<file path="config.mk">
export PLATFORM = sky130hd
export DESIGN_NAME = sci_top
export DESIGN_NICKNAME = d
export VERILOG_FILES = /design/src/hdl/sci_pkg.sv /design/src/hdl/sci_top.sv
export VERILOG_INCLUDE_DIRS = /design/src /design/src/hdl
export SDC_FILE = /design/constraint.sdc
export NUM_CORES = 2
export LEC_CHECK = 0
export BUFFER_PORTS_ARGS = -buffer_cell sky130_fd_sc_hd__buf_2
export CAP_MARGIN = 25
export CELL_PAD_IN_SITES_DETAIL_PLACEMENT = 1
export CELL_PAD_IN_SITES_GLOBAL_PLACEMENT = 1
export CORE_MARGIN = 2
export CORE_UTILIZATION = 40
export DETAILED_ROUTE_END_ITERATION = 12
export PLACE_DENSITY_LB_ADDON = 0.1
export SYNTH_ARGS = -nofsm -noshare
export SYNTH_HDL_FRONTEND = slang
export SYNTH_SLANG_ARGS = --single-unit
</file>
<file path="constraint.sdc">
create_clock -name mclk_in -period 12.2 [get_ports mclk_in]
set_input_delay 0.61 -clock mclk_in [delete_from_list [all_inputs] [get_ports mclk_in]]
set_output_delay 0.61 -clock mclk_in [all_outputs]
set_load 0.005 [all_outputs]
</file>
<file path="src/hdl/sci_cfg.svh">
// Offsets, field positions, reset values and timing counts of the serial command interface.
`ifndef SCI_CFG_SVH
`define SCI_CFG_SVH

// ****************************************************************
// Clock and bit timing
// ****************************************************************
`define SCI_CLK_HZ 10000000
`define SCI_OVERSAMPLE 16
`define SCI_BAUD_P1 75
`define SCI_BAUD_P2 110
`define SCI_BAUD_P3 135
`define SCI_BAUD_P4 150
`define SCI_BAUD_P5 200
`define SCI_BAUD_P6 300
`define SCI_BAUD_P7 600
`define SCI_BAUD_P8 1200
`define SCI_BAUD_DEFAULT `SCI_BAUD_P6
`define SCI_SAMPLE_MID 5'h07
`define SCI_BIT_LAST 5'h0F
`define SCI_STOP2_LAST 5'h1F

// ****************************************************************
// Buffer and characters
// ****************************************************************
`define SCI_FIFO_DEPTH 9'h100
`define SCI_CHAR_CR 8'h0D
`define SCI_CHAR_LF 8'h0A
`define SCI_CHAR_E 8'h45
`define SCI_CHAR_R 8'h72
`define SCI_CHAR_ONE 8'h31
`define SCI_CHAR_ZERO 8'h30
`define SCI_CHAR_SPACE 8'h20
`define SCI_PREFIX_LAST 3'h5

// ****************************************************************
// Register map, byte offsets within the slave window
// ****************************************************************
`define SCI_OFS_CTRL 8'h00
`define SCI_OFS_STATUS 8'h04
`define SCI_OFS_RX_DATA 8'h08
`define SCI_OFS_TX_DATA 8'h0C
`define SCI_OFS_TERM 8'h10
`define SCI_OFS_END_STATUS 8'h14
`define SCI_OFS_PARAM 8'h18
`define SCI_OFS_REQUEST 8'h1C
`define SCI_OFS_FORMAT 8'h20
`define SCI_CTRL_REMOTE 0
`define SCI_CTRL_REPLY_START 1
`define SCI_CTRL_REPLY_END 2
`define SCI_ERR_PARITY 0
`define SCI_ERR_OVERRUN 1
`define SCI_ERR_FRAMING 2
`define SCI_ERR_OVERFLOW 3
`define SCI_RST_REMOTE 1'b0

`endif

</file>
<file path="src/hdl/sci_pkg.sv">
// Types shared by the serial command interface.
package sci_pkg;

   typedef enum logic [4:0] {
      RX_IDLE = 5'h01, RX_START = 5'h02, RX_DATA = 5'h04, RX_PAR = 5'h08, RX_STOP = 5'h10
   } sci_rx_t;

   typedef enum logic [4:0] {
      TX_IDLE = 5'h01, TX_START = 5'h02, TX_DATA = 5'h04, TX_PAR = 5'h08, TX_STOP = 5'h10
   } sci_tx_t;

   typedef enum logic [5:0] {
      SEQ_IDLE = 6'h01, SEQ_ERR = 6'h02, SEQ_BODY = 6'h04, SEQ_CR = 6'h08, SEQ_LF = 6'h10,
      SEQ_WAIT = 6'h20
   } sci_seq_t;

   typedef struct packed {
      logic [3:0] nbits;
      logic par_en;
      logic par_even;
      logic two_stop;
   } sci_fmt_t;

   typedef struct packed {
      logic [33:0] sync1;
      logic [33:0] sync2;
      logic [15:0] div_cnt;
      logic tick;
      sci_rx_t rx_st;
      logic [4:0] rx_cnt;
      logic [3:0] rx_bits;
      logic [7:0] rx_sh;
      logic rx_par;
      logic rx_perr;
      logic hold_v;
      logic [7:0] hold_d;
      logic [7:0] wptr;
      logic [7:0] rptr;
      logic [8:0] count;
      logic [8:0] line_cnt;
      logic armed;
      logic [3:0] err;
      logic [3:0] snap;
      logic [1:0] code;
      sci_seq_t seq;
      logic [2:0] idx;
      logic end_req;
      logic buf_v;
      logic [7:0] buf_d;
      sci_tx_t tx_st;
      logic [4:0] tx_cnt;
      logic [3:0] tx_bits;
      logic [7:0] tx_sh;
      logic tx_par;
      logic txd;
      logic rts;
      logic dtr;
      logic remote;
      logic [7:0] term;
      logic [7:0] endst;
      logic [15:0] param;
      logic [7:0] request;
      logic a_valid;
      logic a_write;
      logic [7:0] a_addr;
      logic [31:0] hrdata;
      logic rdy;
   } sci_state_t;

endpackage : sci_pkg

</file>
<file path="src/hdl/sci_top.sv">
// Serial command port: receiver, line FIFO, reply sequencer, transmitter and AHB-Lite slave.
//
// Contract
// - Bit rate comes from an eight-position one-hot selector, 75 to 1200 baud.
// - Only 300 and 1200 are supported; an invalid selection falls back to 300. The code decodes all eight rates.
// - Word selector positions read 0 open, 1 closed; unused positions are ignored.
// - Positions 1-2 pick stop bits: 01 one, 11 two; one is the default.
// - Position 3 picks parity sense, 1 even, 0 odd, for sending and checking.
// - Position 4 enables a parity bit after the data bits.
// - Positions 5-6 pick 5, 6, 7 or 8 data bits; seven is supported.
// - Received characters are held in a 256-character input FIFO.
// - CR LF or a lone LF ends an input line.
// - Every reply ends with CR then LF.
// - Characters accumulate; interpretation starts only after the line end.
// - Setting codes are stored and get no reply.
// - An output request is answered right after the line end arrives.
// - With several requests on a line, only the last one is answered.
// - Local state refreshes parameters from the panel; remote only by host.
// - Terminator and end-status codes are stored but change nothing.
// - Reception errors do not stop operation; characters are still kept.
// - Flag parity, overrun, framing and FIFO overflow; drop characters past 256.
// - A pending error code goes out ahead of the next reply data.
// - Errors clear once the first reply after them has been sent.
// - Idle line is mark; each character starts with one space start bit.
// - Parity bit makes the ones count odd or even as chosen.
// - Transmit only while DSR, CTS and DCD are all asserted.
// - Reception is blocked while DCD is off; DTR is asserted when running.
`timescale 1ns/100ps
`include "sci_cfg.svh"

module sci_top
   import sci_pkg::*;
(
   input wire logic mclk_in,
   input wire logic rst_in,
   input wire logic hsel_in,
   input wire logic [31:0] haddr_in,
   input wire logic [1:0] htrans_in,
   input wire logic hwrite_in,
   input wire logic [2:0] hsize_in,
   input wire logic [31:0] hwdata_in,
   input wire logic hready_in,
   output logic [31:0] hrdata_out,
   output logic hreadyout_out,
   output logic hresp_out,
   input wire logic rxd_in,
   input wire logic cts_in,
   input wire logic dsr_in,
   input wire logic dcd_in,
   output logic txd_out,
   output logic rts_out,
   output logic dtr_out,
   input wire logic [7:0] baud_select_switch_in,
   input wire logic [5:0] word_format_switch_in,
   input wire logic [15:0] panel_param_in
);

   // ****************************************************************
   // Decoding functions
   // ****************************************************************

   // Sixteenth-bit divisor for the selected rate; a selection that is not one-hot
   // falls back to the default rather than running at an undefined rate.
   function automatic logic [15:0] baud_div(input logic [7:0] sel);
      logic [15:0] d;
      case (sel)
         8'h01: d = 16'(`SCI_CLK_HZ / (`SCI_OVERSAMPLE * `SCI_BAUD_P1));
         8'h02: d = 16'(`SCI_CLK_HZ / (`SCI_OVERSAMPLE * `SCI_BAUD_P2));
         8'h04: d = 16'(`SCI_CLK_HZ / (`SCI_OVERSAMPLE * `SCI_BAUD_P3));
         8'h08: d = 16'(`SCI_CLK_HZ / (`SCI_OVERSAMPLE * `SCI_BAUD_P4));
         8'h10: d = 16'(`SCI_CLK_HZ / (`SCI_OVERSAMPLE * `SCI_BAUD_P5));
         8'h20: d = 16'(`SCI_CLK_HZ / (`SCI_OVERSAMPLE * `SCI_BAUD_P6));
         8'h40: d = 16'(`SCI_CLK_HZ / (`SCI_OVERSAMPLE * `SCI_BAUD_P7));
         8'h80: d = 16'(`SCI_CLK_HZ / (`SCI_OVERSAMPLE * `SCI_BAUD_P8));
         default: d = 16'(`SCI_CLK_HZ / (`SCI_OVERSAMPLE * `SCI_BAUD_DEFAULT));
      endcase
      return d;
   endfunction : baud_div

   // Word format from the six selector positions; index 0 is position 1.
   function automatic sci_fmt_t decode_fmt(input logic [5:0] w);
      sci_fmt_t f;
      f.two_stop = w[0] & w[1];
      f.par_even = w[2];
      f.par_en = w[3];
      f.nbits = 4'h5 + {2'h0, w[4], w[5]};
      return f;
   endfunction : decode_fmt

   // Character of the error prefix "Err1n " at position i.
   function automatic logic [7:0] prefix_char(input logic [2:0] i, input logic [1:0] c);
      logic [7:0] ch;
      case (i)
         3'h0: ch = `SCI_CHAR_E;
         3'h1: ch = `SCI_CHAR_R;
         3'h2: ch = `SCI_CHAR_R;
         3'h3: ch = `SCI_CHAR_ONE;
         3'h4: ch = `SCI_CHAR_ZERO + {6'h00, c};
         default: ch = `SCI_CHAR_SPACE;
      endcase
      return ch;
   endfunction : prefix_char

   // ****************************************************************
   // State and storage
   // ****************************************************************
   sci_state_t s;
   sci_state_t next_s;
   logic [7:0] fifo_mem [0:255];
   sci_fmt_t fmt;
   logic [15:0] div;
   logic rx_line;
   logic flow_ok;
   logic push_ok;
   logic pop;
   logic [7:0] rx_char;
   logic [3:0] err_set;
   logic [3:0] err_clr;
   logic ld;
   logic [7:0] ld_char;
   logic [7:0] mask;
   logic addr_ok;

   // ****************************************************************
   // Next-state logic
   // ****************************************************************

   // All behaviour in one pass over the state record.
   always_comb begin
      next_s = s;
      err_set = 4'h0;
      err_clr = 4'h0;
      rx_char = 8'h00;
      ld = 1'b0;
      ld_char = 8'h00;
      fmt = decode_fmt(s.sync2[17:12]);
      div = baud_div(s.sync2[11:4]);
      mask = 8'(9'h0FF >> (4'h8 - fmt.nbits));
      rx_line = s.sync2[3] | ~s.sync2[0];
      flow_ok = s.sync2[0] & s.sync2[1] & s.sync2[2];
      addr_ok = hsel_in & htrans_in[1] & hready_in;
      pop = addr_ok & ~hwrite_in & (haddr_in[7:0] == `SCI_OFS_RX_DATA) & (s.count != 9'h000);
      push_ok = s.hold_v & (s.count != `SCI_FIFO_DEPTH);
      next_s.rdy = 1'b1;
      next_s.dtr = 1'b1;

      // Pins and switches cross in through two flops before use.
      next_s.sync1 = {panel_param_in, word_format_switch_in, baud_select_switch_in,
                      rxd_in, cts_in, dsr_in, dcd_in};
      next_s.sync2 = s.sync1;

      // Oversampling enable: one pulse per sixteenth of a bit.
      next_s.tick = 1'b0;
      if (s.div_cnt >= div - 16'h0001) begin
         next_s.div_cnt = 16'h0000;
         next_s.tick = 1'b1;
      end else begin
         next_s.div_cnt = s.div_cnt + 16'h0001;
      end

      // Receiver, sampling each bit at mid-cell.
      if (s.tick) begin
         next_s.rx_cnt = s.rx_cnt + 5'h01;
         case (s.rx_st)
            RX_IDLE: begin
               next_s.rx_cnt = 5'h00;
               if (!rx_line) begin
                  next_s.rx_st = RX_START;
               end
            end
            RX_START: begin
               if (s.rx_cnt == `SCI_SAMPLE_MID) begin
                  next_s.rx_cnt = 5'h00;
                  next_s.rx_bits = 4'h0;
                  next_s.rx_par = 1'b0;
                  next_s.rx_st = rx_line ? RX_IDLE : RX_DATA; // Glitch filter on start.
               end
            end
            RX_DATA: begin
               if (s.rx_cnt == `SCI_BIT_LAST) begin
                  next_s.rx_cnt = 5'h00;
                  next_s.rx_sh = {rx_line, s.rx_sh[7:1]};
                  next_s.rx_par = s.rx_par ^ rx_line;
                  next_s.rx_bits = s.rx_bits + 4'h1;
                  next_s.rx_perr = 1'b0;
                  if (s.rx_bits + 4'h1 == fmt.nbits) begin
                     next_s.rx_st = fmt.par_en ? RX_PAR : RX_STOP;
                  end
               end
            end
            RX_PAR: begin
               if (s.rx_cnt == `SCI_BIT_LAST) begin
                  next_s.rx_cnt = 5'h00;
                  next_s.rx_perr = rx_line != (fmt.par_even ? s.rx_par : ~s.rx_par);
                  next_s.rx_st = RX_STOP;
               end
            end
            RX_STOP: begin
               if (s.rx_cnt == `SCI_BIT_LAST) begin
                  // A bad character is still kept so the parser can try it.
                  rx_char = 8'(s.rx_sh >> (4'h8 - fmt.nbits));
                  next_s.hold_d = rx_char;
                  next_s.hold_v = 1'b1;
                  err_set[`SCI_ERR_PARITY] = s.rx_perr;
                  err_set[`SCI_ERR_FRAMING] = ~rx_line;
                  err_set[`SCI_ERR_OVERRUN] = s.hold_v;
                  next_s.rx_st = RX_IDLE;
                  next_s.rx_cnt = 5'h00;
               end
            end
            default: next_s.rx_st = RX_IDLE;
         endcase
      end

      // Hold register drains into the FIFO; overflow drops the character.
      if (s.hold_v) begin
         if (!(s.tick && s.rx_st == RX_STOP && s.rx_cnt == `SCI_BIT_LAST)) begin
            next_s.hold_v = 1'b0;
         end
         err_set[`SCI_ERR_OVERFLOW] = ~push_ok;
         if (s.hold_d == `SCI_CHAR_LF) begin
            next_s.armed = 1'b1;
         end
      end
      next_s.wptr = s.wptr + {7'h00, push_ok};
      next_s.rptr = s.rptr + {7'h00, pop};
      next_s.count = s.count + {8'h00, push_ok} - {8'h00, pop};
      next_s.line_cnt = s.line_cnt
         + {8'h00, push_ok & (s.hold_d == `SCI_CHAR_LF)}
         - {8'h00, pop & (fifo_mem[s.rptr] == `SCI_CHAR_LF)};

      // Parameters follow the panel in local state and only the host in remote.
      if (!s.remote) begin
         next_s.param = s.sync2[33:18];
      end

      // Bus data phase: writes take effect here.
      if (s.a_valid && s.a_write) begin
         case (s.a_addr)
            `SCI_OFS_CTRL: begin
               next_s.remote = hwdata_in[`SCI_CTRL_REMOTE];
               // A reply may only start once a whole line has arrived.
               if (hwdata_in[`SCI_CTRL_REPLY_START] && s.armed && s.seq == SEQ_IDLE) begin
                  next_s.armed = s.hold_v & (s.hold_d == `SCI_CHAR_LF);
                  next_s.snap = s.err;
                  next_s.idx = 3'h0;
                  next_s.end_req = 1'b0;
                  next_s.code = s.err[0] ? 2'h0 : s.err[1] ? 2'h1 : s.err[2] ? 2'h2 : 2'h3;
                  next_s.seq = (s.err != 4'h0) ? SEQ_ERR : SEQ_BODY;
               end
               if (hwdata_in[`SCI_CTRL_REPLY_END] && s.seq != SEQ_IDLE) begin
                  next_s.end_req = 1'b1;
               end
            end
            `SCI_OFS_TX_DATA: begin
               if (s.seq == SEQ_BODY && !s.buf_v && !s.end_req) begin
                  next_s.buf_v = 1'b1;
                  next_s.buf_d = hwdata_in[7:0];
               end
            end
            `SCI_OFS_TERM: next_s.term = hwdata_in[7:0];
            `SCI_OFS_END_STATUS: next_s.endst = hwdata_in[7:0];
            `SCI_OFS_PARAM: begin
               if (s.remote) begin
                  next_s.param = hwdata_in[15:0];
               end
            end
            `SCI_OFS_REQUEST: next_s.request = hwdata_in[7:0];
            default: next_s.request = s.request;
         endcase
      end

      // Bus address phase: capture, and prepare read data for the data phase.
      next_s.a_valid = addr_ok;
      next_s.a_write = hwrite_in;
      next_s.a_addr = haddr_in[7:0];
      if (addr_ok && !hwrite_in) begin
         case (haddr_in[7:0])
            `SCI_OFS_CTRL: next_s.hrdata = {31'h00000000, s.remote};
            `SCI_OFS_STATUS: next_s.hrdata = {4'h0, s.err, 2'h0, s.tx_st != TX_IDLE,
               s.seq != SEQ_IDLE, s.seq == SEQ_BODY && !s.buf_v && !s.end_req,
               s.armed, s.line_cnt, s.count};
            `SCI_OFS_RX_DATA: next_s.hrdata = {23'h000000, pop, pop ? fifo_mem[s.rptr] : 8'h00};
            `SCI_OFS_TERM: next_s.hrdata = {24'h000000, s.term};
            `SCI_OFS_END_STATUS: next_s.hrdata = {24'h000000, s.endst};
            `SCI_OFS_PARAM: next_s.hrdata = {16'h0000, s.param};
            `SCI_OFS_REQUEST: next_s.hrdata = {24'h000000, s.request};
            `SCI_OFS_FORMAT: next_s.hrdata = {18'h00000, s.sync2[17:4]};
            default: next_s.hrdata = 32'h00000000;
         endcase
      end

      // Reply sequencer: error prefix, body, then the fixed line end.
      case (s.seq)
         SEQ_ERR: begin
            ld = 1'b1;
            ld_char = prefix_char(s.idx, s.code);
         end
         SEQ_BODY: begin
            ld = s.buf_v;
            ld_char = s.buf_d;
            if (s.end_req && !s.buf_v) begin
               next_s.seq = SEQ_CR;
            end
         end
         SEQ_CR: begin
            ld = 1'b1;
            ld_char = `SCI_CHAR_CR;
         end
         SEQ_LF: begin
            ld = 1'b1;
            ld_char = `SCI_CHAR_LF;
         end
         SEQ_WAIT: begin
            if (s.tx_st == TX_IDLE) begin
               err_clr = s.snap;
               next_s.seq = SEQ_IDLE;
            end
         end
         default: ld = 1'b0;
      endcase
      next_s.rts = s.seq != SEQ_IDLE;

      // Transmitter; a new character starts only with the handshake lines up.
      if (ld && flow_ok && s.tx_st == TX_IDLE) begin
         next_s.tx_sh = ld_char & mask;
         next_s.tx_par = fmt.par_even ? ^(ld_char & mask) : ~^(ld_char & mask);
         next_s.tx_bits = fmt.nbits;
         next_s.tx_cnt = 5'h00;
         next_s.txd = 1'b0;
         next_s.tx_st = TX_START;
         case (s.seq)
            SEQ_ERR: begin
               next_s.idx = s.idx + 3'h1;
               if (s.idx == `SCI_PREFIX_LAST) begin
                  next_s.seq = SEQ_BODY;
               end
            end
            SEQ_BODY: next_s.buf_v = 1'b0;
            SEQ_CR: next_s.seq = SEQ_LF;
            default: next_s.seq = SEQ_WAIT;
         endcase
      end else if (s.tick && s.tx_st != TX_IDLE) begin
         next_s.tx_cnt = s.tx_cnt + 5'h01;
         case (s.tx_st)
            TX_START, TX_DATA: begin
               if (s.tx_cnt == `SCI_BIT_LAST) begin
                  next_s.tx_cnt = 5'h00;
                  if (s.tx_bits != 4'h0) begin
                     next_s.txd = s.tx_sh[0];
                     next_s.tx_sh = {1'b0, s.tx_sh[7:1]};
                     next_s.tx_bits = s.tx_bits - 4'h1;
                     next_s.tx_st = TX_DATA;
                  end else if (fmt.par_en) begin
                     next_s.txd = s.tx_par;
                     next_s.tx_st = TX_PAR;
                  end else begin
                     next_s.txd = 1'b1;
                     next_s.tx_st = TX_STOP;
                  end
               end
            end
            TX_PAR: begin
               if (s.tx_cnt == `SCI_BIT_LAST) begin
                  next_s.tx_cnt = 5'h00;
                  next_s.txd = 1'b1;
                  next_s.tx_st = TX_STOP;
               end
            end
            TX_STOP: begin
               if (s.tx_cnt == (fmt.two_stop ? `SCI_STOP2_LAST : `SCI_BIT_LAST)) begin
                  next_s.tx_st = TX_IDLE;
               end
            end
            default: next_s.tx_st = TX_IDLE;
         endcase
      end

      // Errors are sticky; a new event wins over the clear in the same cycle.
      next_s.err = (s.err & ~err_clr) | err_set;
   end

   // ****************************************************************
   // Registers
   // ****************************************************************

   // State record; line idles at mark and the port owns no reply after reset.
   always_ff @(posedge mclk_in or posedge rst_in) begin
      if (rst_in) begin
         s <= '0;
         s.sync1 <= 34'h3FFFFFFFF;
         s.sync2 <= 34'h3FFFFFFFF;
         s.rx_st <= RX_IDLE;
         s.tx_st <= TX_IDLE;
         s.seq <= SEQ_IDLE;
         s.txd <= 1'b1;
         s.remote <= `SCI_RST_REMOTE;
      end else begin
         s <= next_s;
      end
   end

   // Character storage; no reset, the pointers say what is valid.
   always_ff @(posedge mclk_in) begin
      if (push_ok) begin
         fifo_mem[s.wptr] <= s.hold_d;
      end
   end

   // Outputs come straight from the state record, except hresp_out, which is tied low.
   assign hrdata_out = s.hrdata;
   assign hreadyout_out = s.rdy;
   assign hresp_out = 1'b0;
   assign txd_out = s.txd;
   assign rts_out = s.rts;
   assign dtr_out = s.dtr;

endmodule : sci_top

</file>
==> qor.csv <==
stage;metric;value;unit
status;status;complete, no violations;
final_layout;post-route-util;0.455;
logic_synthesis;ys_top_cells_by_count;edfxtp_1 (2048), mux4_2 (426), nor2_1 (407), nand2_1 (222), dfrtp_1 (213);
drt;viasPerCell;5.77;
drt;drcViolationCount;0;
sta;final_max_slew_viol_count;0;
run;maxCapViolCount;0;
die;design.core.area;232000;um^2
setup_path;cp-end-kind;register;
final_layout;register_area;68800;um^2
logic_synthesis;synth_most_common_cell;edfxtp_1;
logic_synthesis;ys_seq_area_frac;0.736;
setup_path;start_kind;register;
logic_synthesis;synthesis.area;93300;um^2
logic_synthesis;synth_top_area_cell;edfxtp_1;
cts;cts_sinks;2333;
logic_synthesis;synth-seq-cells;2333;
sta;maxSlewHeadroom;0.211;
logic_synthesis;synthCells;4992;
final_layout;num-nets-final;5429;
drt;drt-wirelength-per-cell;32.6;um
setup_path;cp_max_fo;87;
logic_synthesis;synth_ff_type;edfxtp_1;
die;die_y;487;um
logic_synthesis;yosys_warnings;0;
drt;dr.pass1.iters;7;
worst_hold_path;hold_class;in -> reg;
sta;hold_viol;0;
drt;wl_met3;14.5;mm
setup_path;worstPathArrival;8690;ps
global_routing;track_usage;0.234;
drt;postRouteAntennaNets;0;
power;p_leak;28.6;nW
global_routing;antenna_found_initial;10;
sta;setup_viol;0;
cts;clk_latency;930;ps
power;powerDensity;158;nW/um^2
power;fin_total_pwr;16.7;mW
die;rows;177;
die;die_area;237000;um^2
cts;cts_made_buffers;280;
cts;cts_buffer_depth;4;
drt;drtIter0Drc;4729;
logic_synthesis;syn_avg_cell_area;18.7;um^2
final_layout;multi_input_comb_area;22500;um^2
logic_synthesis;synth.distinct_cells;83;
placement;place_congestion;0.815;
cts;cts_resized;0;
placement;portBuffers;93;
power;peakVddDrop;129;uV
cts;cts_tree;done;
die;die_width;487;um
sta;max_freq;0.126;GHz
logic_synthesis;synth_edf_count;2048;
global_routing;grt_pass1_wl;394;mm
final_layout;drive_above_1_share;0.218;
sta;whs;71.6;ps
cts;clkTransAtPathRegs;60;ps
sta;finalCritPeriodShare;0.650;
drt;route.met2.wl;135;mm
cts;cts_root_buf;clkbuf_16;
global_routing;grt_pass1_vias;51000;
drt;wirelength_met1;122;mm
drt;wl;277;mm
setup_path;path_class;reg -> reg;
cts;hold_buffers;52;
sta;skew;54.5;ps
sta;tightestPinTransition;1180;ps
drt;routed.top_layer;met5;
die;ios;145;
final_layout;fillers;21600;
cts;cts-htree-levels;5;
logic_synthesis;synth.top_cell.area_share;0.659;
sta;rsz0062_at_grt;false;
die;initial_core_util;0.402;
final_layout;area_delta_synth_final;13.2;%
cts;post-cts-setup-buffers;0;
global_routing;grt_max_degree;201;
sta;finalSetupTns;0;ps
drt;vias;49100;
sta;period_minus_slack;7930;ps
placement;dp_hpwl;172;mm
logic_synthesis;synth_area_leaders;edfxtp_1 (66%), mux4_2 (10%), dfrtp_1 (5.7%), dfstp_2 (2.0%), mux2i_1 (2.0%);
setup_path;worstPathRequired;12970;ps
logic_synthesis;async_flop_share;0.122;
global_routing;grt_overflow_total;0;
cell families (layout without fill, tap and decap cells):
| kind of cell | count (synthesis) | in the layout | share of synthesized area |
|---|---|---|---|
| xor+xnor | 65 | 65 | 0.00610 |
| fa+ha+maj | 62 | 62 | 0.00847 |
| other cells | 2 | 15 | 0.0000805 |
| simple gates | 866 | 866 | 0.0409 |
| mux | 716 | 716 | 0.142 |
| flops | 2333 | 2333 | 0.736 |
| compound gates | 582 | 582 | 0.0421 |
| buf+inv | 366 | 820 | 0.0244 |
critical path: stages, from the launching register on:
cell and delay [ps]:
dfrtp_4 610, buf_12 350, nor2_4 800, buf_4 490, a22oi_1 150, a311oi_1 970
nor3_1 300, o32ai_1 1070, nand2_1 350, nor3_2 430, ha_1 300, inv_1 50
ha_1 160, inv_1 60, fa_1 430, inv_1 80, a21oi_1 80, o21ai_0 280
a21oi_1 130, o21bai_1 220, a21o_1 160, a21oi_1 80, xnor2_1 120
cell usage in the layout (no fill, tap or decap), types with 18 or more instances in the layout:
master	Yosys	routed
a211oi_1	34	34
a21oi_1	125	125
a221oi_1	27	27
a22oi_1	99	99
a31oi_1	23	23
buf_2	50	94
buf_4	51	116
clkbuf_1	115	90
clkbuf_16	0	288
clkinv_1	2	49
clkinv_2	0	29
dfrtp_1	213	199
dfstp_2	72	72
dlygate4sd3_1	0	52
edfxtp_1	2048	2048
ha_1	60	60
inv_1	65	62
mux2_2	67	67
mux2i_1	183	183
mux4_1	40	40
mux4_2	426	426
nand2_1	222	210
nand3_1	60	59
nor2_1	407	405
nor2b_1	28	24
nor3_1	32	31
o21ai_0	84	84
o221ai_1	18	18
o22ai_1	34	34
xnor2_1	41	41
xor2_1	24	24
where the power goes:
part / total, mW / leakage [nW] / internal (mW) / switching, mW
clock: 7.69 / 4.02 / 4.48 / 3.21
combinational: 0.336 / 6.96 / 0.149 / 0.186
sequential: 8.68 / 17.6 / 8.63 / 0.0505
stage by stage:
| step | instance area [um^2] | instances | setup WS, ps |
|---|---|---|---|
| after floorplan | 93400 | 5001 | 3850 |
| after global placement | 96800 | 7961 | 4320 |
| after detailed placement | 96900 | 7965 | 4310 |
| after CTS | 106000 | 8495 | 4310 |
| after global routing | 106000 | 8501 | 4080 |
| final | 106000 | 8502 | 4270 |
final cells by class:
| cell class | count | area share |
|---|---|---|
| antenna | 4 | 0.0000947 |
| clock buffer | 384 | 0.0722 |
| clock inverter | 94 | 0.00579 |
| inverter | 68 | 0.00249 |
| multi-input combinational | 2302 | 0.213 |
| sequential | 2333 | 0.651 |
| tap | 3043 | 0.0360 |
| timing repair buffer | 274 | 0.0200 |
sequential cells by signal, summed over array words and instances, names as in the netlist:
signal	count
next_s	34
s	220
hrdata_out	26
txd_out	1
fmt	2
hreadyout_out	1
fifo_mem	2048
rts_out	1
per-layer routing:
metal  vias to the layer above  GRT usage
met4                         2     0.0551
met2                      1467      0.380
met1                     26700      0.333
li1                      20500          -
met5                         -          0
met3                       381     0.0328
worst paths after layout:
path	to	depth (start not counted)	slack, ps	startpoint
max	s[148]	22	4270	s[160]
min	s[49]	2	70	hwdata_in[6]
max reg2reg	s[148]	22	4270	s[160]
min reg2reg	s[252]	0	350	next_s[252]
max in group asynchronous	s[179]	5	9510	rst_in
min in group asynchronous	s[211]	3	380	rst_in
Power figures use the tool's default switching activity.
